File: config.mk
export PLATFORM = sky130hd
export DESIGN_NAME = acl_ctrl_regs
export DESIGN_NICKNAME = d
export VERILOG_FILES = /design/src/rtl/acl_pkg.sv /design/src/rtl/acl_evt_gate.sv /design/src/rtl/acl_ctrl_regs.sv
export SDC_FILE = /design/constraint.sdc
export NUM_CORES = 1
export LEC_CHECK = 0
export BUFFER_PORTS_ARGS = -buffer_cell sky130_fd_sc_hd__buf_2
export CAP_MARGIN = 20
export CORE_MARGIN = 1.5
export CORE_UTILIZATION = 28
export DETAILED_ROUTE_END_ITERATION = 6
export GPL_TIMING_DRIVEN = 1
export SETUP_SLACK_MARGIN = 0.1
export SLEW_MARGIN = 20
export SYNTH_ARGS = -nofsm -noshare
export SYNTH_HDL_FRONTEND = slang
export SYNTH_SLANG_ARGS = --single-unit
File: constraint.sdc
create_clock -name mclk -period 2.6 [get_ports mclk]
set_clock_uncertainty 0.05 [all_clocks]
set_input_delay 0.13 -clock mclk [delete_from_list [all_inputs] [get_ports mclk]]
set_output_delay 0.13 -clock mclk [all_outputs]
set_load 0.1 [all_outputs]
File: src/rtl/acl_pkg.sv
// Purpose: shared constants and types for the codec link control registers
// Assumes: word-indexed register map on the peripheral bus, 32-bit data
// Notes: indices are word numbers; byte address is four times the index
package acl_pkg;

  // ----------------------------------------------------------------
  // register map
  // ----------------------------------------------------------------
  localparam logic [8:0] ACL_IDX_MAIN_CTRL = 9'h000;
  localparam logic [8:0] ACL_IDX_IRQ_CTRL = 9'h008;

  // ----------------------------------------------------------------
  // main control fields
  // ----------------------------------------------------------------
  localparam int ACL_MC_COLD_BIT = 32'h0;
  localparam int ACL_MC_WARM_BIT = 32'h1;
  localparam int ACL_MC_EN_BIT = 32'h7;
  localparam int ACL_MC_PE_LSB = 32'h12;
  localparam int ACL_NUM_FIFO = 32'h5;
  localparam logic ACL_MC_COLD_RST_VAL = 1'h1;
  localparam logic ACL_MC_WARM_RST_VAL = 1'h0;
  localparam logic ACL_MC_EN_RST_VAL = 1'h0;

  // ----------------------------------------------------------------
  // interrupt control fields, port order shared by enable and identify
  // ----------------------------------------------------------------
  localparam int ACL_IC_ID_LSB = 32'h0;
  localparam int ACL_IC_EN_LSB = 32'h8;
  localparam int ACL_NUM_PORT = 32'h6;
  localparam int ACL_P_CMD = 32'h0;
  localparam int ACL_P_PLAY = 32'h1;
  localparam int ACL_P_REC = 32'h2;
  localparam int ACL_P_MOUT = 32'h3;
  localparam int ACL_P_MIN = 32'h4;
  localparam int ACL_P_MIC = 32'h5;

  // ports whose interrupt enable waits for an output frame
  localparam logic [5:0] ACL_WR_SIDE_MASK = 6'h0b;

  // ----------------------------------------------------------------
  // carriers
  // ----------------------------------------------------------------
  typedef struct packed {
    logic req;
    logic we;
    logic [8:0] idx;
    logic [31:0] wdata;
  } acl_bus_req_t;

  typedef struct packed {
    logic t_ready;
    logic [31:0] rdata;
  } acl_bus_rsp_t;

  // raw source conditions, one bit each
  typedef struct packed {
    logic mic_half_full;
    logic min_half_full;
    logic mout_half_empty;
    logic rec_half_full;
    logic play_half_empty;
    logic cmd_rd_full;
    logic cmd_wr_empty;
  } acl_src_t;

endpackage

File: src/rtl/acl_evt_gate.sv
// Purpose: turns one source condition into a gated one-cycle event
// Assumes: condition is synchronous to mclk, level or pulse
// Notes: a held level yields only one event at its rising edge
`timescale 1ns/100ps
`default_nettype none
module acl_evt_gate (
  // clock and reset
  input wire logic mclk,
  input wire logic rst,
  // condition and gate
  input wire logic cond,
  input wire logic enable,
  // gated event
  output logic evt
);

  // ----------------------------------------------------------------
  // edge detect
  // ----------------------------------------------------------------
  logic prev_r;

  always_ff @(posedge mclk or posedge rst) begin
    if (rst) begin
      prev_r <= 1'h0;
    end else begin
      prev_r <= cond;
    end
  end

  assign evt = cond & ~prev_r & enable;

endmodule
`default_nettype wire

File: src/rtl/acl_ctrl_regs.sv
// Purpose: main control and interrupt control registers of the link
// Assumes: peripheral bus strobes one-cycle requests; answer next cycle
// Notes: port and interrupt enable fields carry no reset value
`timescale 1ns/100ps
`default_nettype none
// Behaviour
// - master enable bit 7 low disables all link controller functions; bits 1:0 still drive the codec resets
// - bits 22:18 enable the five fifo stream ports individually
// - bit 1 set holds the codec link in warm reset
// - bit 0 set holds the external codec in cold reset
// - bus reset sets the cold reset bit to one
// - reset state persists until software clears its bit
// - main control register is readable and writable over the bus
// - port enable field has no reset value
// - fifo half empty or half full events raise write or read line
// - interrupt control bits 13:8 enable each of the six ports
// - cleared enable suppresses that port's interrupt
// - interrupt enable bits have no reset value
// - interrupt control register accessible any time without waits
// - write-side enable change applies after the next output frame
// - read-side enable change applies immediately
// - bits 5:0 identify which ports are in interrupt state
// - each interrupt line pulses high for one clock cycle
// - port order cmd, play, rec, mout, min, mic; line split by side
module acl_ctrl_regs
  import acl_pkg::*;
(
  // clock and reset
  input wire logic mclk,
  input wire logic rst,
  // peripheral bus
  input wire acl_bus_req_t pb_req,
  output acl_bus_rsp_t pb_rsp,
  // link timing
  input wire logic out_frame_end,
  // event sources
  input wire acl_src_t src,
  // control outputs
  output logic link_enable,
  output logic [ACL_NUM_FIFO-1:0] port_enable,
  output logic codec_warm_rst,
  output logic codec_cold_rst,
  // interrupt lines
  output logic int_w,
  output logic int_r
);

  // ----------------------------------------------------------------
  // decode
  // ----------------------------------------------------------------
  logic mc_wr, mc_rd, ic_wr, ic_rd;

  assign mc_wr = pb_req.req & pb_req.we & (pb_req.idx == ACL_IDX_MAIN_CTRL);
  assign mc_rd = pb_req.req & ~pb_req.we & (pb_req.idx == ACL_IDX_MAIN_CTRL);
  assign ic_wr = pb_req.req & pb_req.we & (pb_req.idx == ACL_IDX_IRQ_CTRL);
  assign ic_rd = pb_req.req & ~pb_req.we & (pb_req.idx == ACL_IDX_IRQ_CTRL);

  // ----------------------------------------------------------------
  // main control
  // ----------------------------------------------------------------
  logic main_en_r, warm_r, cold_r;
  logic [ACL_NUM_FIFO-1:0] port_en_r;

  always_ff @(posedge mclk or posedge rst) begin
    if (rst) begin
      main_en_r <= ACL_MC_EN_RST_VAL;
      warm_r <= ACL_MC_WARM_RST_VAL;
      cold_r <= ACL_MC_COLD_RST_VAL;
    end else if (mc_wr) begin
      main_en_r <= pb_req.wdata[ACL_MC_EN_BIT];
      warm_r <= pb_req.wdata[ACL_MC_WARM_BIT];
      cold_r <= pb_req.wdata[ACL_MC_COLD_BIT];
    end
  end

  // no reset on the port enable field
  always_ff @(posedge mclk) begin
    if (mc_wr) begin
      port_en_r <= pb_req.wdata[ACL_MC_PE_LSB +: ACL_NUM_FIFO];
    end
  end

  always_ff @(posedge mclk or posedge rst) begin
    if (rst) begin
      link_enable <= 1'h0;
      port_enable <= '0;
      codec_warm_rst <= 1'h0;
      codec_cold_rst <= 1'h1;
    end else begin
      link_enable <= main_en_r;
      port_enable <= main_en_r ? port_en_r : '0;
      codec_warm_rst <= warm_r;
      codec_cold_rst <= cold_r;
    end
  end

  // ----------------------------------------------------------------
  // interrupt enables
  // ----------------------------------------------------------------
  logic [ACL_NUM_PORT-1:0] ien_r, wr_ien_r, eff_ien;

  always_ff @(posedge mclk) begin
    if (ic_wr) begin
      ien_r <= pb_req.wdata[ACL_IC_EN_LSB +: ACL_NUM_PORT];
    end
  end

  // write-side copy reloads only at an output frame end
  // held off by reset so no write-side event fires before the first frame
  always_ff @(posedge mclk or posedge rst) begin
    if (rst) begin
      wr_ien_r <= '0;
    end else if (out_frame_end) begin
      wr_ien_r <= ien_r;
    end
  end

  assign eff_ien = (wr_ien_r & ACL_WR_SIDE_MASK) |
                   (ien_r & ~ACL_WR_SIDE_MASK);

  // ----------------------------------------------------------------
  // event gating
  // ----------------------------------------------------------------
  localparam int NSRC = $bits(acl_src_t);
  logic [NSRC-1:0] src_v, src_en, hit;

  assign src_v = src;
  // cmd read full uses the immediate enable of port 0
  assign src_en = {eff_ien[ACL_P_MIC], eff_ien[ACL_P_MIN],
                   eff_ien[ACL_P_MOUT], eff_ien[ACL_P_REC],
                   eff_ien[ACL_P_PLAY], ien_r[ACL_P_CMD],
                   eff_ien[ACL_P_CMD]};

  genvar g;
  generate
    for (g = 0; g < NSRC; g++) begin : g_src
      acl_evt_gate u_gate (
        .mclk(mclk),
        .rst(rst),
        .cond(src_v[g]),
        .enable(src_en[g] & main_en_r),
        .evt(hit[g])
      );
    end
  endgenerate

  logic wr_any, rd_any;
  logic [ACL_NUM_PORT-1:0] port_hit;

  assign wr_any = hit[0] | hit[2] | hit[4];
  assign rd_any = hit[1] | hit[3] | hit[5] | hit[6];
  assign port_hit = {hit[6], hit[5], hit[4], hit[3], hit[2],
                     hit[0] | hit[1]};

  // ----------------------------------------------------------------
  // interrupt lines
  // ----------------------------------------------------------------
  always_ff @(posedge mclk or posedge rst) begin
    if (rst) begin
      int_w <= 1'h0;
      int_r <= 1'h0;
    end else begin
      int_w <= wr_any;
      int_r <= rd_any;
    end
  end

  // ----------------------------------------------------------------
  // identify bits, sticky, cleared by a read, set wins
  // ----------------------------------------------------------------
  logic [ACL_NUM_PORT-1:0] id_r;

  always_ff @(posedge mclk or posedge rst) begin
    if (rst) begin
      id_r <= '0;
    end else begin
      id_r <= (ic_rd ? '0 : id_r) | port_hit;
    end
  end

  // ----------------------------------------------------------------
  // bus answer
  // ----------------------------------------------------------------
  logic [31:0] rd_word;

  always_comb begin
    rd_word = '0;
    if (mc_rd) begin
      rd_word[ACL_MC_EN_BIT] = main_en_r;
      rd_word[ACL_MC_WARM_BIT] = warm_r;
      rd_word[ACL_MC_COLD_BIT] = cold_r;
      rd_word[ACL_MC_PE_LSB +: ACL_NUM_FIFO] = port_en_r;
    end else if (ic_rd) begin
      rd_word[ACL_IC_EN_LSB +: ACL_NUM_PORT] = ien_r;
      rd_word[ACL_IC_ID_LSB +: ACL_NUM_PORT] = id_r;
    end
  end

  always_ff @(posedge mclk or posedge rst) begin
    if (rst) begin
      pb_rsp <= '0;
    end else begin
      pb_rsp.t_ready <= pb_req.req;
      pb_rsp.rdata <= rd_word;
    end
  end
endmodule
`default_nettype wire

### Yosys cells after proc, flatten, opt, wreduce, memory -nomap -nowiden

Index checks and enable logic that the tools add are counted.

| cells by class | value |
|---|---|
| eq/ne operators | 1 |
| reduce and logical (&&, ||, !) cells | 1 |
| muxes and demuxes | 9 |
| bitwise operators | 43 |

Operator list:

| operator | count |
|---|---|
| 1-bit AND | 27 |
| 6-bit two-way mux | 4 |
| 5-bit two-way mux | 2 |
| 9-bit by 4-bit == test with 1-bit output, second input constant | 1 |
| 9-bit logical NOT | 1 |
| 1-bit inverter | 8 |
| 1-bit bitwise OR | 6 |
| 4-bit by 6-bit bitwise OR with 6-bit output | 1 |
| 6-bit bitwise OR | 1 |
| 4-bit two-way mux | 1 |
| 2-bit two-way mux | 1 |
| 1-bit two-way mux | 1 |

| storage, ports and cells | value |
|---|---|
| flip-flop bits (word level) | 60 |
| bits of input ports | 53 |

### Longest topological paths before layout

| depth | value |
|---|---|
| depth in word-level cells | 6 |
| gate-level depth with buffers | 5 |
| gate-level depth less buffers | 3 |

### Cells and area by module

Synthesis repeated with hierarchy kept, for this count alone.

| second synthesis, totals | value |
|---|---|
| cells, all modules | 148 |
| area, all modules | 2188.3 um^2 |

By module, submodules not included:

| module | area an instance (um^2) | cells an instance | times used |
|---|---|---|---|
| acl_ctrl_regs | 1925.6 | 127 | 1 |
| acl_evt_gate | 37.5 | 3 | 7 |

### Worst setup path before layout

No wires, ideal clock.

| timing path | value |
|---|---|
| kind | input port to flip-flop |
| start point | input port pb_req[37] in the netlist's numbering |
| end point | register ien_r[0] (enable) |
| path slack | 0.641 ns |
| arrival time | 1.523 ns |
| stages on the path | 3 |
| required time | 2.164 ns |
| path buffers | 1 |
| setup time | 0.386 ns |
| cell sequence | or4_4 buf_6 nor4_1 |

| between the ends | value |
|---|---|
| word-level cells in the longest chain between the ends | 2 |

Ends and longest elaborated chain:

| item | RTL line | RTL |
|---|---|---|
| from (decl) | acl_ctrl_regs.sv:32 | `input wire acl_bus_req_t pb_req,` |
| 9-bit by 4-bit == test with 1-bit output | acl_ctrl_regs.sv:55 | `assign ic_wr = pb_req.req & pb_req.we & (pb_req.idx == ACL_IDX_IRQ_CTRL);` |
| 1-bit AND | acl_ctrl_regs.sv:55 |  |
| named net ic_wr | acl_ctrl_regs.sv:51 | `logic mc_wr, mc_rd, ic_wr, ic_rd;` |
| to (signal assigned) | acl_ctrl_regs.sv:104 | `ien_r <= pb_req.wdata[ACL_IC_EN_LSB +: ACL_NUM_PORT];` |
| to (decl) | acl_ctrl_regs.sv:100 | `logic [ACL_NUM_PORT-1:0] ien_r, wr_ien_r, eff_ien;` |

The timed path passes the listed nets, and every way through them passes these cells.
A chain may end at the register's enable or synchronous reset.

### Final worst setup path

| timing path | value |
|---|---|
| start point | input port pb_req[42] in the netlist's numbering |
| end point | register warm_r |

| between the ends | value |
|---|---|
| word-level cells in the longest chain between the ends | 2 |

Ends and longest elaborated chain:

| item | RTL line | RTL |
|---|---|---|
| 1-bit AND (2 in a row) | acl_ctrl_regs.sv:53 | `assign mc_wr = pb_req.req & pb_req.we & (pb_req.idx == ACL_IDX_MAIN_CTRL);` |
| to (signal assigned) | acl_ctrl_regs.sv:71 | `warm_r <= pb_req.wdata[ACL_MC_WARM_BIT];` |
| to (decl) | acl_ctrl_regs.sv:61 | `logic main_en_r, warm_r, cold_r;` |

Every way passes these cells.

==> flow_metrics.tcl <==
set metrics [dict create \
    status "finished, final reports clean" \
    dp_cells 301 \
    num_vias 1329 \
    drive_gt1_share_pct 39.7 \
    p_comb_share_pct 9.3 \
    critPathLaunchType "input port" \
    grt_pass1_wl_mm 6.53 \
    root_buffer "clkbuf_8" \
    synth_edf_count 11 \
    ys_seq_elements 59 \
    seq_area_frac_synth_pct 71.9 \
    layoutNonFillerInstCount 341 \
    switchingPower_w 0.000489 \
    synth_area_sq_mm 0.00213 \
    seq_power_share_pct 44.6 \
    synth_flop_cell "dfrtp_1" \
    clock_sinks 59 \
    via_per_inst 3.90 \
    syn_inst 141 \
    die_y_um 90.3 \
    ant_nets 0 \
    fp-row-count 31 \
    fin_nets 290 \
    cp.required_ps 2770 \
    vdd_drop_max_uv 256 \
    leakage_nw 1.54 \
    grtUsageTotal_pct 11.1 \
    num_antenna_cells 0 \
    drc 0 \
    core-area_sq_mm 0.00733 \
    power.internal_w 0.00167 \
    ys_types 25 \
    worst_pin_slew_ps 677 \
    synth_area_per_cell_sq_um 15.1 \
    min_path_type "in2reg" \
    dr.pass1.iters 4 \
    dr.first_iter.drc_count 11 \
    crit_path_end_kind "flop" \
    placed_area_sq_mm 0.00252 \
    clockPowerShare_pct 46.1 \
    yosys_warnings 0 \
    fin_tns_setup_ps 0 \
    setup_violations 0 \
    finalMaxSlewViolations 0 \
    die_w_um 90.3 \
    max_slew_margin_pct 54.7 \
    clockBufferDepth 2 \
    numCtsBuffers 9 \
    ys_async_sr_fraction_pct 81.4 \
    path_clk_slew_ps 60 \
    p_per_area_mw_per_mm2 718 \
    period_share_pct 62.9 \
    io_pins 96 \
    place.gp.congestion 0.667 \
    antenna_found_initial 0 \
    hpwl_mm 2.72 \
    finalHoldViolCount 0 \
    cp_max_fo 7 \
    synth_top_area_share_pct 54.0 \
    fmax_ghz 0.611 \
    h-tree-depth 3 \
    max_cap_violations 0 \
    cts_tree "built" \
    port_buffers 63 \
    timing.final.crit_period_ps 1640 \
    critPathKind "in2reg" \
    yosysTopAreaCell "dfrtp_1" \
    syn_to_final_growth_pct 41.3 \
    cp.arrival_ps 1800 \
    grt_max_degree 49 \
    wl_per_cell_um 11.9 \
    synth_area_leaders "dfrtp_1 54%, edfxtp_1 15%, and2_1 5.9%" \
    grt_pass1_vias 1357 \
    rsz0062_at_grt "no" \
    start_util_pct 29.1 \
    clk_latency_ps 330 \
    overflow 0 \
    fin_area_sq_mm 0.00301 \
    hold-worst-slack_ps 47.2 \
    routed_wl_mm 4.06 \
    fp.dieArea_sq_mm 0.00815 \
    sw_frac_of_total_pct 22.6 \
]
-- metal layers --
| layer | GRT usage (%) | wire, um | vias up |
|---|---|---|---|
| met5 | 0 | 0 | - |
| met4 | 8.33 | 118 | 0 |
| met3 | 4.04 | 227 | 15 |
| met2 | 17.9 | 2080 | 48 |
| met1 | 11.9 | 1630 | 620 |
| li1 | - | - | 646 |
-- registers in the layout (all words and copies together) (netlist names), 3 cells and up --
signal,flops
port_en_r,5
id_r,6
wr_ien_r,3
port_enable,5
pb_rsp,19
ien_r,6
g_src.u_gate.prev_r,7
-- what timing repair did --
item                                    4_1_cts  5_1_grt
hold endpoints to repair                     29        0
buffers inserted                              0        0
gates resized for setup                       0        0
endpoints found under the setup margin        0        0
hold buffers                                 23        0
-- power groups by stage --
stage / combinational [W] / sequential (W) / clock, W
after detailed placement: 0.000172 / 0.000983 / 0
final: 0.000201 / 0.000965 / 0.000997
after CTS: 0.000198 / 0.000965 / 0.00103
after global routing: 0.000213 / 0.000966 / 0.00107
after global placement: 0.000171 / 0.000982 / 0
after floorplan: 0.000135 / 0.000997 / 0
-- cell type report --
cell class | instances | area, sq um
clock buffers | 11 | 141
clock inverters | 5 | 100
fillers | 705 | 4320
inverters | 3 | 11.3
multi-input cells | 74 | 515
flip-flops and latches | 59 | 1530
well taps | 99 | 124
repair buffers | 90 | 588
-- layout by cell type, fill, tap and decap left out, drive strengths merged --
cell type    synthesis  layout
a21o                 1       1
a22o                 5       5
and2                20      20
and3b                3       3
buf                 15      67
bufinv               0       3
clkbuf               3      11
clkinv               0       2
conb                 1      14
dfrtp               46      46
dfstp                2       2
dlygate4sd3          0      23
edfxtp              11      11
inv                  3       3
mux2                 6       6
nand2                3       3
nand2b               3       3
nand3                1       1
nand4b               4       4
nor2                 2       2
nor4                 4       4
nor4b                1       1
o21ai                2       2
o31ai                1       1
or3                  1       1
or4                  3       3
-- stage by stage --
step | total power (W) | worst slack, ps | utilization, %
global route | 0.00225 | 894 | 41.1
floorplan | 0.00113 | 641 | -
global placement | 0.00115 | 697 | 34.4
finish | 0.00216 | 964 | 41.1
CTS | 0.00219 | 987 | 40.8
detailed placement | 0.00115 | 692 | 34.4
-- cells in the mapped netlist (4+ instances only) --
master / n
buf_4: 14
nand4b_1: 4
and2_1: 20
edfxtp_1: 11
a22o_1: 5
dfrtp_1: 46
nor4_1: 4
-- path summary, 6_finish.rpt --
path | from | slack (ps) | end | cells after the start
worst max-delay path | pb_req[42] | 960 | warm_r$_DFFE_PP0P_ | 5
worst min-delay path | out_frame_end | 50 | wr_ien_r[1]$_DFFE_PP0P_ | 2
worst max register to register | main_en_r$_DFFE_PP0P_ | 1390 | id_r[0]$_DFF_PP0_ | 3
worst min register to register | cold_r$_DFFE_PP1P_ | 330 | codec_cold_rst$_DFF_PP1_ | 0
max in group asynchronous | rst | 1670 | cold_r$_DFFE_PP1P_ | 4
min in group asynchronous | rst | 270 | pb_rsp[10]$_DFF_PP0_ | 3
-- worst max-delay path, cell delays in order --
cell           delay, ps
dlygate4sd3_1        520
buf_2                100
nand2b_1             160
or4_4                580
mux2_4               310
-- kinds of logic (layout without fill, tap and decap cells) --
family | Yosys count | in the layout | synth area share (%)
other | 1 | 14 | 0.176
flip-flops | 59 | 59 | 71.9
multiplexers | 6 | 6 | 3.69
AO/OA/AOI/OAI | 9 | 9 | 3.23
AND/OR/NAND/NOR | 45 | 45 | 14.5
buffers and inverters | 21 | 109 | 6.51
Note: power is estimated with default switching activity, not from simulation.
